$ cat config.mk
export PLATFORM = sky130hd
export DESIGN_NAME = flp_write_protect
export DESIGN_NICKNAME = d
export VERILOG_FILES = /design/src/verilog/flp_pkg.sv /design/src/verilog/flp_area_map.sv /design/src/verilog/flp_write_protect.sv
export SDC_FILE = /design/constraint.sdc
export NUM_CORES = 1
export LEC_CHECK = 0
export BUFFER_PORTS_ARGS = -buffer_cell sky130_fd_sc_hd__clkbuf_2
export CORE_UTILIZATION = 45
export DETAILED_ROUTE_END_ITERATION = 8
export GPL_TIMING_DRIVEN = 0
export PLACE_DENSITY = 0.8
export SYNTH_ARGS = -nofsm -noshare
export SYNTH_HDL_FRONTEND = slang
export SYNTH_HIERARCHICAL = 1
export SYNTH_SLANG_ARGS = --single-unit
export TNS_END_PERCENT = 100
$ cat constraint.sdc
create_clock -name i_clock -period 4.95 [get_ports i_clock]
set_clock_uncertainty 0.2 [all_clocks]
set_input_delay 0.2475 -clock i_clock [delete_from_list [all_inputs] [get_ports i_clock]]
set_output_delay 0.2475 -clock i_clock [all_outputs]
set_load 0.03 [all_outputs]
$ cat src/verilog/flp_pkg.sv
// Constants shared by the flash write-protection block and its area map.
// Assumes a 250 MHz core clock and a command framing layer in front of it.
package flp_pkg;

	// ****************************************************************
	// Command codes
	// ****************************************************************
	localparam logic [7:0] FLP_CMD_ARM_WRITE    = 8'h06;
	localparam logic [7:0] FLP_CMD_DISARM_WRITE = 8'h04;
	localparam logic [7:0] FLP_CMD_STATUS_WRITE = 8'h01;
	localparam logic [7:0] FLP_CMD_PAGE_WRITE   = 8'h02;
	localparam logic [7:0] FLP_CMD_SMALL_WIPE   = 8'h20;
	localparam logic [7:0] FLP_CMD_MID_WIPE     = 8'h52;
	localparam logic [7:0] FLP_CMD_LARGE_WIPE   = 8'hD8;
	localparam logic [7:0] FLP_CMD_CHIP_WIPE_A  = 8'hC7;
	localparam logic [7:0] FLP_CMD_CHIP_WIPE_B  = 8'h60;
	localparam logic [7:0] FLP_CMD_SEC_WIPE     = 8'h44;
	localparam logic [7:0] FLP_CMD_SEC_WRITE    = 8'h42;
	localparam logic [7:0] FLP_CMD_SLEEP        = 8'hB9;
	localparam logic [7:0] FLP_CMD_WAKE         = 8'hAB;
	localparam logic [7:0] FLP_CMD_RESET_ARM    = 8'h66;
	localparam logic [7:0] FLP_CMD_RESET_GO     = 8'h99;
	localparam logic [7:0] FLP_CMD_GLOBAL_LOCK  = 8'h7E;
	localparam logic [7:0] FLP_CMD_GLOBAL_FREE  = 8'h98;

	// ****************************************************************
	// Status word field positions
	// ****************************************************************
	localparam int FLP_POS_BUSY     = 0;
	localparam int FLP_POS_WLATCH   = 1;
	localparam int FLP_POS_AREA_LO  = 2;
	localparam int FLP_POS_GUARD_LO = 7;
	localparam int FLP_POS_GUARD_HI = 8;
	localparam int FLP_POS_QUAD     = 9;
	localparam int FLP_POS_LOCK_ONE = 11;
	localparam int FLP_POS_LOCK_TWO = 12;
	localparam int FLP_POS_INVERT   = 14;
	localparam int FLP_POS_LATENCY  = 17;
	localparam int FLP_POS_SCHEME   = 18;
	localparam int FLP_POS_DRIVE_LO = 21;
	localparam int FLP_POS_PIN_FUNC = 23;

	// ****************************************************************
	// Reset values
	// ****************************************************************
	localparam logic [1:0]  FLP_RST_DRIVE     = 2'h2;
	localparam logic [4:0]  FLP_RST_AREA      = 5'h00;
	localparam logic [1:0]  FLP_RST_GUARD     = 2'h0;
	localparam logic [1:0]  FLP_RST_OTP_LOCK  = 2'h0;
	localparam logic [15:0] FLP_RST_BLK_LOCK  = 16'hFFFF;

	// ****************************************************************
	// Address geometry
	// ****************************************************************
	localparam logic [19:0] FLP_SPAN_PAGE  = 20'h000FF;
	localparam logic [19:0] FLP_SPAN_SMALL = 20'h00FFF;
	localparam logic [19:0] FLP_SPAN_MID   = 20'h07FFF;
	localparam logic [19:0] FLP_SPAN_LARGE = 20'h0FFFF;
	localparam int          FLP_SHIFT_SECTOR = 12;
	localparam int          FLP_SHIFT_BLOCK  = 16;
	localparam int          FLP_SEC_SELECT   = 12;

	// ****************************************************************
	// Timing
	// ****************************************************************
	localparam int          FLP_CLK_MHZ    = 250;
	localparam int          FLP_OP_TIME_NS = 64;
	localparam logic [7:0]  FLP_OP_CYCLES  = 8'((FLP_OP_TIME_NS * FLP_CLK_MHZ) / 1000);

	// Operation kinds reported to the array sequencer
	typedef enum logic [2:0] {
		FLP_OP_NONE   = 3'h0,
		FLP_OP_STATUS = 3'h1,
		FLP_OP_PROG   = 3'h3,
		FLP_OP_ERASE  = 3'h2,
		FLP_OP_CHIP   = 3'h6,
		FLP_OP_SECREG = 3'h7
	} flp_op_t;

endpackage

$ cat src/verilog/flp_area_map.sv
// Protected-area decoder: tells whether an address range touches the guarded area.
// Assumes lo and hi lie in one 64KB block and are aligned to the operation size.
`timescale 1ns/1ps
module flp_area_map (
	input  wire logic [4:0]  i_area_guard,
	input  wire logic        i_invert_protect_flag,
	input  wire logic        i_lock_scheme_select,
	input  wire logic [15:0] i_blk_lock,
	input  wire logic [19:0] i_lo,
	input  wire logic [19:0] i_hi,
	output wire logic        o_hit,
	output wire logic        o_chip_ok
);

	// ****************************************************************
	// Non-inverted region geometry
	// ****************************************************************
	// Region is a power-of-two span at the top or bottom of the array
	wire logic [2:0] low3      = i_area_guard[2:0];
	wire logic       none_sel  = (low3 == 3'h0);
	wire logic       all_sel   = (low3[2:1] == 2'h3) || (low3 == 3'h5 && !i_area_guard[4]);
	wire logic [1:0] step      = low3[2] ? 2'h3 : 2'(low3[1:0] - 2'h1);
	wire logic [4:0] shift     = 5'(i_area_guard[4] ? flp_pkg::FLP_SHIFT_SECTOR
	                                                : flp_pkg::FLP_SHIFT_BLOCK) + 5'(step);
	wire logic [20:0] size     = 21'h000001 << shift;
	wire logic [20:0] top_base = 21'h100000 - size;

	// Membership of one address in the non-inverted region
	function automatic logic in_region(input logic [19:0] a);
		if (none_sel)
			in_region = 1'b0;
		else if (all_sel)
			in_region = 1'b1;
		else if (i_area_guard[3])
			in_region = {1'b0, a} < size;      // Bottom
		else
			in_region = {1'b0, a} >= top_base; // Top
	endfunction

	// ****************************************************************
	// Hit and whole-array decision
	// ****************************************************************
	// Region sits at an edge, so checking both ends catches any overlap
	wire logic lo_in   = in_region(i_lo);
	wire logic hi_in   = in_region(i_hi);
	wire logic map_hit = i_invert_protect_flag ? !(lo_in && hi_in) : (lo_in || hi_in);
	// Scheme one uses the block locks, which all default to locked
	assign o_hit     = i_lock_scheme_select ? i_blk_lock[i_lo[19:16]] : map_hit;
	assign o_chip_ok = i_lock_scheme_select ? (i_blk_lock == 16'h0000)
	                 : ((low3 == 3'h0) && !i_invert_protect_flag) ||
	                   ((low3 == 3'h7) && i_invert_protect_flag);

endmodule

$ cat src/verilog/flp_write_protect.sv
// Write and erase protection core of a serial NOR flash: status word, guards, latch, busy.
// Assumes an upstream framer delivers whole, byte-aligned commands as one-cycle strobes,
// and that i_rst stands for a power cycle.
`timescale 1ns/1ps

// What this block does
// - Security lock bits reset to zero
// - Lock bits set individually, never clear
// - Quad enable swaps protect pins to data
// - Guards 00: status write needs latch only
// - Guards 01, pin low: reject status writes
// - Guards 01, pin high: accept with latch
// - Guards 10: locked until power cycle
// - Guards 11: rejected until power cycle
// - Area bits change only when unprotected
// - Refuse program/erase inside guarded area
// - Chip erase only for matching patterns
// - Latch clear: ignore write-class commands
// - Busy flag tracks internal operations
// - Latch set by arm, cleared by listed
// - Deep sleep passes only wake, reset
// - Map: none, all, top/bottom selection
// - Bit four picks block or sector sizes
// - Invert flag complements the protected map
// - Scheme one uses locks defaulting locked
module flp_write_protect (
	input  wire logic        i_clock,
	input  wire logic        i_rst,
	input  wire logic        i_cmd_valid,
	input  wire logic [7:0]  i_cmd_code,
	input  wire logic [23:0] i_cmd_addr,
	input  wire logic [23:0] i_cmd_data,
	input  wire logic        i_wp_n,
	output wire logic [23:0] o_status,
	output wire logic        o_internal_op_busy,
	output wire logic        o_write_latch_flag,
	output wire logic        o_deep_sleep,
	output wire logic        o_quad_lines_active,
	output wire logic        o_otp_lock_one,
	output wire logic        o_otp_lock_two,
	output logic             o_op_start,
	output flp_pkg::flp_op_t o_op_kind,
	output logic [23:0]      o_op_addr,
	output logic             o_cmd_refused
);

	// ****************************************************************
	// State
	// ****************************************************************
	// Non-volatile fields first
	// One flop per field, written together
	logic [1:0]  otp_lock_q;
	logic        quad_lanes_enable_q;
	logic [1:0]  status_guard_q;     // {high, low}
	logic [4:0]  area_guard_q;
	logic        invert_protect_flag_q;
	logic        lock_scheme_select_q;
	logic        latency_q;
	logic [1:0]  drive_q;
	logic        pin_func_q;
	// Volatile state below
	logic        write_latch_flag_q;
	logic [7:0]  busy_cnt_q;
	logic        deep_sleep_q;
	logic        reset_armed_q;
	logic [15:0] blk_lock_q;

	// ****************************************************************
	// Command decode
	// ****************************************************************
	// One compare per opcode
	// Unknown codes change nothing but the reset arm
	wire logic is_arm    = (i_cmd_code == flp_pkg::FLP_CMD_ARM_WRITE);
	wire logic is_disarm = (i_cmd_code == flp_pkg::FLP_CMD_DISARM_WRITE);
	wire logic is_swr    = (i_cmd_code == flp_pkg::FLP_CMD_STATUS_WRITE);
	wire logic is_page   = (i_cmd_code == flp_pkg::FLP_CMD_PAGE_WRITE);
	wire logic is_small  = (i_cmd_code == flp_pkg::FLP_CMD_SMALL_WIPE);
	wire logic is_mid    = (i_cmd_code == flp_pkg::FLP_CMD_MID_WIPE);
	wire logic is_large  = (i_cmd_code == flp_pkg::FLP_CMD_LARGE_WIPE);
	wire logic is_chip   = (i_cmd_code == flp_pkg::FLP_CMD_CHIP_WIPE_A) ||
	                       (i_cmd_code == flp_pkg::FLP_CMD_CHIP_WIPE_B);
	wire logic is_sec    = (i_cmd_code == flp_pkg::FLP_CMD_SEC_WIPE) ||
	                       (i_cmd_code == flp_pkg::FLP_CMD_SEC_WRITE);
	wire logic is_sleep  = (i_cmd_code == flp_pkg::FLP_CMD_SLEEP);
	wire logic is_wake   = (i_cmd_code == flp_pkg::FLP_CMD_WAKE);
	wire logic is_rarm   = (i_cmd_code == flp_pkg::FLP_CMD_RESET_ARM);
	wire logic is_rgo    = (i_cmd_code == flp_pkg::FLP_CMD_RESET_GO);
	wire logic is_glock  = (i_cmd_code == flp_pkg::FLP_CMD_GLOBAL_LOCK);
	wire logic is_gfree  = (i_cmd_code == flp_pkg::FLP_CMD_GLOBAL_FREE);
	// Classes for acceptance and latch
	wire logic is_region = is_page || is_small || is_mid || is_large;
	wire logic is_wclass = is_swr || is_region || is_chip || is_sec;

	// Sleep gate first, then latch and busy
	// Deep sleep lets only wake and the reset pair through
	wire logic live     = i_cmd_valid &&
	                      (!deep_sleep_q || is_wake || is_rarm || is_rgo);
	wire logic busy     = (busy_cnt_q != 8'h00);
	// Reset pair needs 66 just before 99
	wire logic soft_rst = live && is_rgo && reset_armed_q;
	// A write-class command is considered only with the latch set and no operation running
	wire logic wr_try   = live && is_wclass && write_latch_flag_q && !busy;

	// ****************************************************************
	// Status write guard
	// ****************************************************************
	// With quad lanes on, the protect pin is a data line and cannot hold the lock
	wire logic wp_level   = quad_lanes_enable_q ? 1'b1 : i_wp_n;
	// Guards 01, pin low: hardware lock
	// Guards 10 and 11 never open
	wire logic hw_protect = (status_guard_q == 2'h1) && !wp_level;
	wire logic guard_open = (status_guard_q == 2'h0) ||
	                        ((status_guard_q == 2'h1) && wp_level);

	// ****************************************************************
	// Area check
	// ****************************************************************
	// Align down to the operation size
	// Bits above the 1MB array are ignored
	// Only the two ends are checked: cheap
	wire logic [19:0] span = is_page  ? flp_pkg::FLP_SPAN_PAGE :
	                         is_small ? flp_pkg::FLP_SPAN_SMALL :
	                         is_mid   ? flp_pkg::FLP_SPAN_MID : flp_pkg::FLP_SPAN_LARGE;
	// First and last byte touched
	wire logic [19:0] lo   = i_cmd_addr[19:0] & ~span;
	wire logic [19:0] hi   = lo | span;
	wire logic        area_hit;
	wire logic        chip_ok;

	// Decoder for both schemes, area map and block locks
	flp_area_map u_map (
		.i_area_guard          (area_guard_q),
		.i_invert_protect_flag (invert_protect_flag_q),
		.i_lock_scheme_select  (lock_scheme_select_q),
		.i_blk_lock            (blk_lock_q),
		.i_lo                  (lo),
		.i_hi                  (hi),
		.o_hit                 (area_hit),
		.o_chip_ok             (chip_ok)
	);

	// Security register chosen by one address bit; locked ones are read-only
	// Set locks never clear
	wire logic sec_idx    = i_cmd_addr[flp_pkg::FLP_SEC_SELECT];
	wire logic sec_locked = otp_lock_q[sec_idx];

	// ****************************************************************
	// Acceptance
	// ****************************************************************
	// Any one failing term refuses
	// A refusal still drops the latch
	wire logic ok_swr    = wr_try && is_swr && guard_open && !hw_protect;
	wire logic ok_region = wr_try && is_region && !area_hit;
	wire logic ok_chip   = wr_try && is_chip && chip_ok;
	wire logic ok_sec    = wr_try && is_sec && !sec_locked;
	wire logic accept    = ok_swr || ok_region || ok_chip || ok_sec;

	// Kind handed to the array sequencer
	wire flp_pkg::flp_op_t kind_now =
		is_swr  ? flp_pkg::FLP_OP_STATUS :
		is_page ? flp_pkg::FLP_OP_PROG :
		is_chip ? flp_pkg::FLP_OP_CHIP :
		is_sec  ? flp_pkg::FLP_OP_SECREG : flp_pkg::FLP_OP_ERASE;

	// Next values of the status fields on an accepted status write
	// Same positions as o_status
	wire logic [23:0] wd = i_cmd_data;

	// ****************************************************************
	// Non-volatile fields
	// ****************************************************************
	// Power cycle restores defaults, which also frees the power-supply lockdown
	// Limitation: i_rst models a power cycle
	// All fields load in one edge
	always_ff @(posedge i_clock or posedge i_rst) begin
		if (i_rst) begin
			otp_lock_q            <= flp_pkg::FLP_RST_OTP_LOCK;
			status_guard_q        <= flp_pkg::FLP_RST_GUARD;
			quad_lanes_enable_q   <= 1'b0;
			area_guard_q          <= flp_pkg::FLP_RST_AREA;
			invert_protect_flag_q <= 1'b0;
			lock_scheme_select_q  <= 1'b0;
			latency_q             <= 1'b0;
			drive_q               <= flp_pkg::FLP_RST_DRIVE;
			pin_func_q            <= 1'b0;
		end else if (ok_swr) begin
			// Lock bits can only be added, never removed
			otp_lock_q            <= otp_lock_q | {wd[flp_pkg::FLP_POS_LOCK_TWO],
			                                       wd[flp_pkg::FLP_POS_LOCK_ONE]};
			status_guard_q        <= {wd[flp_pkg::FLP_POS_GUARD_HI], wd[flp_pkg::FLP_POS_GUARD_LO]};
			quad_lanes_enable_q   <= wd[flp_pkg::FLP_POS_QUAD];
			area_guard_q          <= wd[flp_pkg::FLP_POS_AREA_LO +: 5];
			invert_protect_flag_q <= wd[flp_pkg::FLP_POS_INVERT];
			lock_scheme_select_q  <= wd[flp_pkg::FLP_POS_SCHEME];
			latency_q             <= wd[flp_pkg::FLP_POS_LATENCY];
			drive_q               <= wd[flp_pkg::FLP_POS_DRIVE_LO +: 2];
			pin_func_q            <= wd[flp_pkg::FLP_POS_PIN_FUNC];
		end
	end

	// ****************************************************************
	// Write latch
	// ****************************************************************
	// Any considered write-class command drops the latch, refused or not
	// Clears win; codes never coincide
	// Arm while busy queues the next write
	always_ff @(posedge i_clock or posedge i_rst) begin
		if (i_rst)
			write_latch_flag_q <= 1'b0;
		else if (soft_rst || (live && is_disarm) || wr_try)
			write_latch_flag_q <= 1'b0;
		else if (live && is_arm)
			write_latch_flag_q <= 1'b1;
	end

	// ****************************************************************
	// Busy timer
	// ****************************************************************
	// Fixed length stands in for the array sequencer's real timing
	// A longer time needs a wider counter
	// Loads only when idle: no restart
	always_ff @(posedge i_clock or posedge i_rst) begin
		if (i_rst)
			busy_cnt_q <= 8'h00;
		else if (accept)
			busy_cnt_q <= flp_pkg::FLP_OP_CYCLES;
		else if (busy)
			busy_cnt_q <= busy_cnt_q - 8'h01;
	end

	// ****************************************************************
	// Deep sleep and software reset
	// ****************************************************************
	// Sleep is ignored while busy, never cuts an op
	// Only wake or the reset pair leave it
	always_ff @(posedge i_clock or posedge i_rst) begin
		if (i_rst) begin
			deep_sleep_q  <= 1'b0;
			reset_armed_q <= 1'b0;
		end else begin
			if (soft_rst || (live && is_wake))
				deep_sleep_q <= 1'b0;
			else if (live && is_sleep && !busy)
				deep_sleep_q <= 1'b1;
			// The arm only counts for the very next command
			if (live)
				reset_armed_q <= is_rarm;
		end
	end

	// Individual locks come back locked after power-up and software reset
	// Limitation: one lock bit per block
	// Global lock and free are ignored while busy
	always_ff @(posedge i_clock or posedge i_rst) begin
		if (i_rst)
			blk_lock_q <= flp_pkg::FLP_RST_BLK_LOCK;
		else if (soft_rst || (live && is_glock && !busy))
			blk_lock_q <= flp_pkg::FLP_RST_BLK_LOCK;
		else if (live && is_gfree && !busy)
			blk_lock_q <= 16'h0000;
	end

	// ****************************************************************
	// Operation report
	// ****************************************************************
	// Registered pulses, one cycle late
	// Kind and address hold the last one
	always_ff @(posedge i_clock or posedge i_rst) begin
		if (i_rst) begin
			o_op_start    <= 1'b0;
			o_op_kind     <= flp_pkg::FLP_OP_NONE;
			o_op_addr     <= 24'h000000;
			o_cmd_refused <= 1'b0;
		end else begin
			o_op_start    <= accept;
			o_cmd_refused <= wr_try && !accept;
			if (accept) begin
				o_op_kind <= kind_now;
				o_op_addr <= i_cmd_addr;
			end
		end
	end

	// ****************************************************************
	// Status word and pin function
	// ****************************************************************
	// Unused and suspend bits read zero
	// Busy comes straight off the counter
	assign o_status = {pin_func_q, drive_q, 2'h0, lock_scheme_select_q, latency_q, 1'b0,
	                   1'b0, invert_protect_flag_q, 1'b0, otp_lock_q[1], otp_lock_q[0], 1'b0,
	                   quad_lanes_enable_q, status_guard_q[1], status_guard_q[0], area_guard_q,
	                   write_latch_flag_q, busy};
	// Flags mirror the status word; deep sleep has no status bit
	assign o_internal_op_busy  = busy;
	assign o_write_latch_flag  = write_latch_flag_q;
	assign o_deep_sleep        = deep_sleep_q;
	assign o_quad_lines_active = quad_lanes_enable_q;
	assign o_otp_lock_one      = otp_lock_q[0];
	assign o_otp_lock_two      = otp_lock_q[1];

endmodule

* Yosys cells after proc, flatten, opt, wreduce, memory -nomap -nowiden
Cells that the tools add are included.
** Word-level totals
- Flip-flop bits (word level) :: 72
- Logic and storage cells :: 156
- Memory bits (writable) :: 0
- ROM bits :: 0
- Latch bits :: 0
- Memories kept :: 0
** Cells by class
- Magnitude comparators :: 6
- Reduce and logical (&&, ||, !) cells :: 71
- Divide/modulo/power cells :: 0
- Shift-type cells :: 1
- Multipliers :: 0
- $add $sub $neg :: 4
- Bitwise gates (word level) :: 4
- Eq/ne operators :: 21
- Multiplexer cells :: 31
** Operators with widths (count)
- 16-bit two-way mux :: 5
- 8-bit by 7-bit equality test with 1-bit output, second input constant :: 6
- 8-bit equality test, second input constant :: 6
- 20-bit by 21-bit greater-or-equal comparator with 1-bit output :: 2
- 20-bit by 21-bit less-than comparator with 1-bit output :: 2
- 1-bit logical AND :: 31
- 1-bit logical OR :: 22
- 1-bit by 5-bit << shifter with 21-bit output, first input constant :: 1
- 21-bit subtractor, first input constant :: 1
- 20-bit AND :: 1
- 16-bit NOT with 20-bit output :: 1
- 20-bit by 16-bit OR with 20-bit output :: 1
- 1-bit two-way mux :: 17
- 8-bit by 3-bit equality test with 1-bit output, second input constant :: 2
- 16-bit logical NOT :: 1
- 8-bit two-way mux :: 2
- 3-bit two-way mux :: 4
- 1-bit logical NOT :: 10
- 8-bit by 1-bit equality test with 1-bit output, second input constant :: 1
- 8-bit by 2-bit equality test with 1-bit output, second input constant :: 1
- 8-bit by 6-bit equality test with 1-bit output, second input constant :: 1
- 2-bit nonzero test :: 4
- 8-bit nonzero test :: 1
- 8-bit by 1-bit subtractor with 8-bit output, second input constant :: 1
- other kinds (13) :: 14

* Depth between registers and ports, before layout
Gate-level depths: netlist of run 1.
- Depth after elaboration :: 22
- Gate-level depth with buffers :: 19

* Modules after synthesis
Netlist of run 1, hierarchy kept.
** Modules (own cells, without submodules)
- flp_write_protect :: area each 2954.1 um2, instances 1, cells each 261
- flp_area_map :: area each 1234.9 um2, instances 1, cells each 150

* Least setup slack after synthesis of run 1
Ideal clock, no wire load.
- Path kind :: input port to flip-flop
- From :: in i_cmd_code[4]
- To :: reg o_op_addr[17]
- Library setup time :: 125 ps
- Buffers on the path :: 4
- Arrival :: 4210 ps
- Data required time :: 4625 ps
- Cell stages on the path :: 17
- Slack :: 415 ps
- Cells stage by stage :: clkbuf_1 -> clkbuf_1 -> or4_1 -> nor3_1 -> and2_1 -> ha_1 -> o211a_1 -> a2111oi_0 -> o21a_1 -> o22ai_2 -> mux2i_1 -> o32a_1 -> o2111ai_1 -> nand2_1 -> buf_6 -> buf_6 -> mux2_4
** RTL lines
- start: declaration :: line flp_write_protect.sv:30 : input wire logic [7:0] i_cmd_code,
- 8-bit by 6-bit equality test with 1-bit output :: line flp_write_protect.sv:77 : wire logic is_small = (i_cmd_code == flp_pkg::FLP_CMD_SMALL_WIPE);
- 16-bit two-way mux :: line flp_write_protect.sv:122 : is_small ? flp_pkg::FLP_SPAN_SMALL :
- 16-bit two-way mux (*) :: line flp_write_protect.sv:121 : wire logic [19:0] span = is_page ? flp_pkg::FLP_SPAN_PAGE :
- 16-bit NOT with 20-bit output (*) :: line flp_write_protect.sv:125 : wire logic [19:0] lo = i_cmd_addr[19:0] & ~span;
- 20-bit AND (*) :: line flp_write_protect.sv:125
- via lo[11] :: line flp_write_protect.sv:125
- 20-bit by 16-bit OR with 20-bit output :: line flp_write_protect.sv:126 : wire logic [19:0] hi = lo | span;
- 20-bit by 21-bit greater-or-equal comparator with 1-bit output / 20-bit by 21-bit less-than comparator with 1-bit output (equally long branches) :: line flp_area_map.sv:37, flp_area_map.sv:35
- [... 3 more ...]
- 1-bit logical AND :: line flp_area_map.sv:46 : wire logic map_hit = i_invert_protect_flag ? !(lo_in && hi_in) : (lo_in || hi_in);
- 1-bit logical NOT :: line flp_area_map.sv:46
- 1-bit two-way mux (*) :: line flp_area_map.sv:46
- 1-bit two-way mux (*) :: line flp_area_map.sv:48 : assign o_hit = i_lock_scheme_select ? i_blk_lock[i_lo[19:16]] : map_hit;
- via area_hit :: line flp_write_protect.sv:127 : wire logic area_hit;
- 1-bit logical NOT (*) :: line flp_write_protect.sv:153 : wire logic ok_region = wr_try && is_region && !area_hit;
- 1-bit logical AND (*) :: line flp_write_protect.sv:153
- 1-bit logical OR (*) (3 in a row) :: line flp_write_protect.sv:156 : wire logic accept = ok_swr || ok_region || ok_chip || ok_sec;
- end signal: assignment :: line flp_write_protect.sv:279 : o_op_addr <= i_cmd_addr;
- end: declaration :: line flp_write_protect.sv:43 : output logic [23:0] o_op_addr,
Mark *: on every way through the listed nets, which the timed path passes. The rest lies on a longest branch.
A chain may end at the register's enable or synchronous reset.

* Final worst setup path of run 1
- From :: reg area_guard_q[0]
- To :: reg o_op_addr[18]
** On the way
- Word-level cells in the longest chain between the ends :: 18
** Ends and longest elaborated chain
- start: declaration :: line flp_write_protect.sv:55 : logic [4:0] area_guard_q;
- start signal: assignment :: line flp_write_protect.sv:180 : area_guard_q <= flp_pkg::FLP_RST_AREA;
- start signal: assignment :: line flp_write_protect.sv:192 : area_guard_q <= wd[flp_pkg::FLP_POS_AREA_LO +: 5];
- 2-bit by 1-bit subtractor with 2-bit output :: line flp_area_map.sv:22 : wire logic [1:0] step = low3[2] ? 2'h3 : 2'(low3[1:0] - 2'h1);
- 2-bit two-way mux :: line flp_area_map.sv:22
- 5-bit by 2-bit adder with 5-bit output :: line flp_area_map.sv:24 : : flp_pkg::FLP_SHIFT_BLOCK) + 5'(step);
- 1-bit by 5-bit << shifter with 21-bit output :: line flp_area_map.sv:25 : wire logic [20:0] size = 21'h000001 << shift;
- 21-bit subtractor :: line flp_area_map.sv:26 : wire logic [20:0] top_base = 21'h100000 - size;
- 20-bit by 21-bit greater-or-equal comparator with 1-bit output :: line flp_area_map.sv:37 : in_region = {1'b0, a} >= top_base;
- 1-bit two-way mux :: line flp_area_map.sv:34 : else if (i_area_guard[3])
- 1-bit two-way mux :: line flp_area_map.sv:32 : else if (all_sel)
- 1-bit two-way mux :: line flp_area_map.sv:30 : if (none_sel)
- 1-bit logical AND :: line flp_area_map.sv:46
- 1-bit logical NOT :: line flp_area_map.sv:46
- 1-bit two-way mux (*) :: line flp_area_map.sv:46
- 1-bit two-way mux (*) :: line flp_area_map.sv:48
- via area_hit :: line flp_write_protect.sv:127
- 1-bit logical NOT (*) :: line flp_write_protect.sv:153
- 1-bit logical AND (*) :: line flp_write_protect.sv:153
- 1-bit logical OR (*) (3 in a row) :: line flp_write_protect.sv:156
Marks and branches as above.

==> flow_summary.toml, run 1 <==
[run_status]
status = "finished, violations left"
violations = "DRC"

[min_path]
holdPathEnd = "o_deep_sleep$_DFFE_PP0P_"
min_from = "i_cmd_valid"
hp-class = "in2reg"
hold_depth = 3

[floorplanning]
io_pins = 119
die_w_microns = 98.48
rows = 34
coreArea_sq_mm = 0.008848
die-height_microns = 98.48
initial_core_util_pct = 47.34
die-area_sq_mm = 0.009698

[drt]
totalWireLength_microns = 11300
drt-vias-per-instance = 5.488
final_antenna_net_count = 0
drt_first_iter_violations = 170
drc = 5
num_vias = 3825
wl_per_cell_microns = 16.21
firstDrtPassIters = 7

[final_layout]
area_delta_synth_final_pct = 32.29
nFillCells = 755
final_layout_size_suffix_gt1_share_pct = 30.73
nets = 683
final_core_util_pct = 62.63
multi_input_area_sq_mm = 0.002619
antenna_cells = 0
seq_area_sq_mm = 0.001430

[timing]
tns_ns = 0
post-route-period-util_pct = 95.09
finalMaxSlewViolations = 0
setup_slack_ns = 0.2429
slew_headroom_pct = 30.62
rsz0062_at_grt = "false"
min_period_ns = 4.707
worst_pin_slew_ns = 1.032
setup_violations = 0
max_freq_mhz = 212.4
finalHoldViolations = 0

[clocking]
cts.clk_slew.worst_paths_ns = 0.08
cts_buffer_depth = 2
post_cts_buffers = 0
clock-sinks = 57
root_buffer = "clkbuf_8"
htreeDepth = 3
numCtsBuffers = 9
clkLatencyLatePin_ns = 0.35
cts_tree = "built"

[place]
place_hpwl_microns = 8327
gp_congestion = 0.8980
io_buffers = 100
place_ws_ns = -0.3436

[grt]
grt_use_total_pct = 24.78
grt_use_met1_pct = 30.37
gr-max-usage-layer = "met2"
met3_usage_pct = 5.177
grt_pass1_wl_microns = 18900
antenna_found_initial = 0
use_met2_pct = 43.45
grt_max_degree = 42
overflow = 0
grt_pass1_vias = 3905

[synth]
ys_seq_area_share_pct = 34.11
async_flop_share_pct = 100.0
syn_inst = 411
synth_cell_types = 65
yosysWarnings = 6
netlist_area_sq_mm = 0.004189
synth_seq_cells = 57
synth_edf_count = 0
syn_avg_cell_area_sq_um = 10.19
synth-main-ff-cell = "dfrtp_1"

[setup_path]
start_kind = "register"
crit_start = "area_guard_q[0]$_DFFE_PP0P_"
critPathMaxStageDelay_ns = 0.60
cp_slowest_cell = "or4_2"
cp.arrival_ns = 4.73
path_cells = "inv_1, ha_1, or4_2, and2_1, ha_1, a211oi_1, nor2_1, a211o_1, o22ai_2, mux2i_1, o32a_1, o2111ai_2, nand2_1, buf_6, buf_6, mux2_4"
reg2reg_depth = 16
critical_path.max_fanout = 10
cp_top_family = "compound AO/OA/AOI/OAI gates"
rr_endpoint = "o_op_addr[18]$_DFFE_PP0P_"
required_ns = 4.97
r2r-start = "area_guard_q[0]$_DFFE_PP0P_"
critPathKind = "reg2reg"
cp-end-kind = "register"
crit_buf_inv = 3
r2r_slack_ns = 0.24

[pwr]
ir_drop_v = 0.0002398
intPower_uw = 896.3
pwr-share-clk_pct = 39.1
power_frac_seq_pct = 42.7
comb_power_share_pct = 18.1
switchingPower_uw = 375.6
powerDensity_mw_per_mm2 = 229.5
p_total_mw = 1.272
p_leak_nw = 2.767
swShare_pct = 29.53

[job]
maxCapViolations = 0
## metal layers
layer  share of wire (%)  wire length (microns)  vias to the layer above
met5                   0                      0                        -
met4                 2.4                    276                        0
met3                 6.0                    676                       25
met2                  49                   5548                      147
met1                  42                   4800                     1813
li1                    -                      -                     1840
## Yosys cell counts, drive strengths merged (2+ instances only)
cell / instances / area share [%]
a2111oi: 2 / 0.42
a211oi: 3 / 0.66
a21o: 5 / 0.90
a21oi: 7 / 0.84
a31oi: 6 / 1.3
and2: 9 / 1.3
and4: 2 / 0.42
and4b: 4 / 0.96
buf: 21 / 4.0
clkbuf: 8 / 0.72
conb: 4 / 0.36
dfrtp: 55 / 33
dfstp: 2 / 1.3
ha: 39 / 12
inv: 14 / 1.3
mux2: 39 / 11
mux2i: 3 / 0.72
mux4: 5 / 2.7
nand2: 24 / 2.2
nand2b: 11 / 1.7
nand3: 13 / 1.6
nand4: 8 / 1.2
nor2: 25 / 2.4
nor2b: 7 / 1.1
nor3: 10 / 1.2
nor3b: 3 / 0.54
nor4: 12 / 2.3
nor4b: 4 / 0.84
o2111ai: 2 / 0.42
o211a: 2 / 0.48
o211ai: 4 / 0.72
o21a: 8 / 1.4
o21ai: 19 / 2.3
o32a: 2 / 0.48
or3: 5 / 0.75
or4: 5 / 1.0
or4b: 2 / 0.57
xnor2: 5 / 1.0
xor2: 3 / 0.63
## flip-flops by register name, indices dropped and copies added, names as in the netlist, 2 cells and up
| name | cells |
|---|---|
| otp_lock_q | 2 |
| o_op_kind | 3 |
| drive_q | 2 |
| o_op_addr | 24 |
| area_guard_q | 5 |
| status_guard_q | 2 |
| busy_cnt_q | 8 |
## repair_timing
| action | in CTS | in global routing |
|---|---|---|
| pin swaps | 0 | 0 |
| endpoints found under the setup margin | 6 | 17 |
| hold buffers | 37 | 0 |
| endpoints found under the hold margin | 52 | 0 |
| gates resized for setup | 1 | 3 |
## kinds of logic (layout without fill, tap and decap cells)
logic type	after synthesis	count (layout)	synth area share [%]
other	4	28	0.3583
adders and majority gates	39	39	11.65
DFF	57	57	34.11
AOI/OAI and AO/OA	65	65	10.96
muxes	47	47	14.52
xor gates and xnor gates	8	8	1.673
buffers and inverters	43	197	5.944
and+or+nand+nor	148	148	20.79
## worst min-delay path: stages
cell	delay [ns]
clkbuf_2	0.14
inv_1	0.07
o32a_1	0.14
## power groups by stage
stage	Combinational [mW]	Sequential, mW	Clock (mW)
2_1_floorplan	0.144	0.544	0
3_3_place_gp	0.191	0.548	0
3_5_place_dp	0.204	0.553	0
4_1_cts	0.228	0.544	0.507
5_1_grt	0.257	0.550	0.526
6_report	0.231	0.544	0.497
## per-stage QoR
stage                     hold slack, ns  cell area, sq um  std cells
after floorplan                   0.1644              4279        435
after global placement            0.2500              4915        643
after CTS                        0.07445              5528        697
after detailed placement         0.04325              4935        644
final                            0.08691              5542        697
after global routing              0.1003              5542        697
## cell type report
cell class,instances,area share [%]
multi-input combinational,335,47.26
sequential,57,25.81
timing repair buffer,138,16.08
buffer,29,3.545
tap,108,2.438
clock buffer,9,2.235
clock inverter,7,1.693
inverter,14,0.9483
## placed cells by master, fill, tap and decap left out, types with 4 or more instances in the layout
master | synthesis | layout
nand4_1 | 8 | 8
dfrtp_1 | 55 | 54
mux2_1 | 19 | 19
nor4_1 | 10 | 10
mux4_2 | 5 | 5
o21ai_0 | 18 | 18
a31oi_1 | 5 | 5
nor4b_1 | 4 | 4
clkbuf_8 | 0 | 9
ha_1 | 39 | 39
nor2b_1 | 6 | 6
inv_1 | 13 | 12
buf_4 | 15 | 15
nand3_1 | 13 | 13
nand2b_1 | 10 | 10
and4b_1 | 4 | 4
or3_1 | 5 | 5
nor3_1 | 10 | 9
a21oi_1 | 7 | 7
clkbuf_2 | 0 | 100
o211ai_1 | 4 | 4
clkbuf_1 | 8 | 8
nand2_1 | 24 | 24
xnor2_1 | 5 | 5
o21a_1 | 8 | 8
nor2_1 | 24 | 24
and2_1 | 9 | 9
dlygate4sd3_1 | 0 | 37
a21o_1 | 5 | 5
mux2_4 | 7 | 7
buf_6 | 4 | 4
conb_1 | 4 | 28
mux2_2 | 13 | 13
## worst max-delay path by stage
stage / cells after the start / endpoint / slack (ns)
finish: 16 / o_op_addr[18]$_DFFE_PP0P_ / 0.24
global route: 17 / o_op_addr[18]$_DFFE_PP0P_ / 0.09
CTS: 16 / o_op_addr[18]$_DFFE_PP0P_ / 0.06
detailed placement: 17 / o_op_addr[18]$_DFFE_PP0P_ / -0.34
global placement: 17 / o_op_kind[0]$_DFFE_PP0P_ / -0.24
floorplan: 17 / o_op_addr[17]$_DFFE_PP0P_ / 0.42
No activity file was read; power rests on OpenSTA's default activity.
==> run 2: changes to the inputs <==
Settings changed: PLACE_DENSITY 0.8 to 0.71.
==> run 2 against run 1 <==
  * The run still ends with DRC left
  * Die area did not move
  * Final cell count did not move
  * Sequential share of layout area down 0.093 points
  * Cell area is 0.36% higher
  * Total power up 0.23%
  * Worst hold slack improved by 0.0059 ns
  * Largest cell class unchanged
  * Clock power is 2% higher
  * Largest power group unchanged
  * Maximum frequency grew 1.7%
  * Sequential power about the same
==> flow_summary.toml, run 2 (synthesis results as in run 1) <==
[place]
io_buffers = 100
dp_cells = 644
gp_congestion = 0.9144
placed_area_sq_mm = 0.004935
place_hpwl_microns = 7791

[timing]
max_freq_mhz = 216.0
finalMaxSlewViolations = 0
min_period_ns = 4.629
slew_headroom_pct = 30.80
worst_pin_slew_ns = 1.030
rsz0062_at_grt = "false"
finalHoldViolations = 0
setup_violations = 0
post-route-period-util_pct = 93.51

[grt]
overflow = 0
grt_max_degree = 42
grt_use_total_pct = 22.89
grt_pass1_wl_microns = 17710
grt_pass1_vias = 3729
antenna_found_initial = 0

[job]
maxCapViolations = 0

[final_layout]
nFillCells = 762
largestRegisters = "o_op_addr (24), busy_cnt_q (8), area_guard_q (5)"
seq_area_sq_mm = 0.001430
final_common_cell = "clkbuf_2"
mostFrequentLayoutCells = "clkbuf_2 (100), dfrtp_1 (54), ha_1 (39)"
final_layout_size_suffix_gt1_share_pct = 30.73
antenna_cells = 0
stdcell_count = 697
largest_register_ffs = 24
regMostFlops = "o_op_addr"
stdcell_area_sq_mm = 0.005562
multi_input_area_sq_mm = 0.002630
nets = 683
area_delta_synth_final_pct = 32.77

[setup_path]
cp.arrival_ns = 4.65
start_kind = "register"
required_ns = 4.97
critPathKind = "reg2reg"
critical_path.max_fanout = 10
cp-end-kind = "register"

[drt]
final_antenna_net_count = 0
wl_per_cell_microns = 15.08
firstDrtPassIters = 9
totalWireLength_microns = 10510
drt_first_iter_violations = 162
drc = 1
num_vias = 3781
drt-vias-per-instance = 5.425

[floorplanning]
die-area_sq_mm = 0.009698
initial_core_util_pct = 47.34
io_pins = 119
coreArea_sq_mm = 0.008848
rows = 34
die_w_microns = 98.48
die-height_microns = 98.48

[pwr]
p_leak_nw = 2.772
powerDensity_mw_per_mm2 = 229.2
ir_drop_v = 0.0001907

[clocking]
htreeDepth = 3
cts_tree = "built"
clock-sinks = 57
root_buffer = "clkbuf_8"
clkLatencyLatePin_ns = 0.34
cts.clk_slew.worst_paths_ns = 0.08
cts_buffer_depth = 2
numCtsBuffers = 9

[min_path]
hp-class = "in2reg"

[run_status]
status = "finished, violations left"
violations = "DRC"
## run 2: cell count changes in the layout (fill, tap and decap cells not counted), sizes merged
cell,previous run,this run
clkinvlp,2,1
inv,15,16
## run 2: layer usage
layer	global-route usage, %	vias up	wire length [microns]
met5	0	-	0
met4	6.315	0	106
met3	4.468	12	534
met2	40.25	120	5346
met1	28.75	1813	4528
li1	-	1836	-
## run 2: where the power goes
| part | internal [mW] | leakage [nW] | switching, mW |
|---|---|---|---|
| Combinational | 0.112 | 1.89 | 0.113 |
| Sequential | 0.501 | 0.772 | 0.0442 |
| Clock | 0.289 | 0.110 | 0.217 |
## run 2: cell type report
type	count	share of cell area (%)
Timing Repair Buffer	138	16.02
Buffer	29	3.532
Sequential cell	57	25.71
Multi-Input combinational cell	335	47.29
Inverter	14	0.9449
Clock buffer	9	2.227
Clock inverter	7	1.845
Tap cell	108	2.430
## run 2: critical path, stage by stage (launching register included)
cell	delay, ns
dfrtp_2	0.47
inv_1	0.14
ha_1	0.36
or4_2	0.61
and2_1	0.22
ha_1	0.30
o21ai_0	0.18
o21ai_0	0.15
a211oi_1	0.34
xnor2_1	0.12
o32a_1	0.41
o2111ai_4	0.26
nand2_1	0.11
buf_6	0.17
buf_6	0.16
mux2_4	0.30
## run 2: path summary, 6_finish.rpt
path	slack [ns]	endpoint	from	depth (start not counted)
worst max-delay path	0.32	o_op_addr[20]$_DFFE_PP0P_	area_guard_q[0]$_DFFE_PP0P_	15
worst min-delay path	0.09	o_write_latch_flag$_DFFE_PP0P_	i_cmd_valid	3
worst max register to register	0.32	o_op_addr[20]$_DFFE_PP0P_	area_guard_q[0]$_DFFE_PP0P_	15
worst min register to register	0.29	o_op_addr[6]$_DFFE_PP0P_	o_op_addr[6]$_DFFE_PP0P_	1
max in group asynchronous	3.71	blk_lock_q[14]$_DFFE_PP1P_	i_rst	4
min in group asynchronous	0.23	o_op_addr[21]$_DFFE_PP0P_	i_rst	3
## run 2: repair_timing
item,in CTS,in global routing
resized for setup,1,4
endpoints found under the setup margin,14,28
gates cloned,0,0
buffers inserted,0,0
hold buffers,37,0
endpoints found under the hold margin,52,0
## run 2: stage by stage
stage                     setup slack, ns  power (mW)  hold slack (ns)  util [%]  TNS [ns]
after floorplan                    0.4152      0.6879           0.1644         -         0
after CTS                         0.08087       1.281          0.07816     62.57         0
final                              0.3214       1.275          0.09279     62.85         0
after global routing              0.03331       1.345          0.08668     62.85         0
after detailed placement          -0.4306      0.7511          0.03273     55.77    -9.725
after global placement            -0.3444      0.7401           0.2513     55.54    -7.210
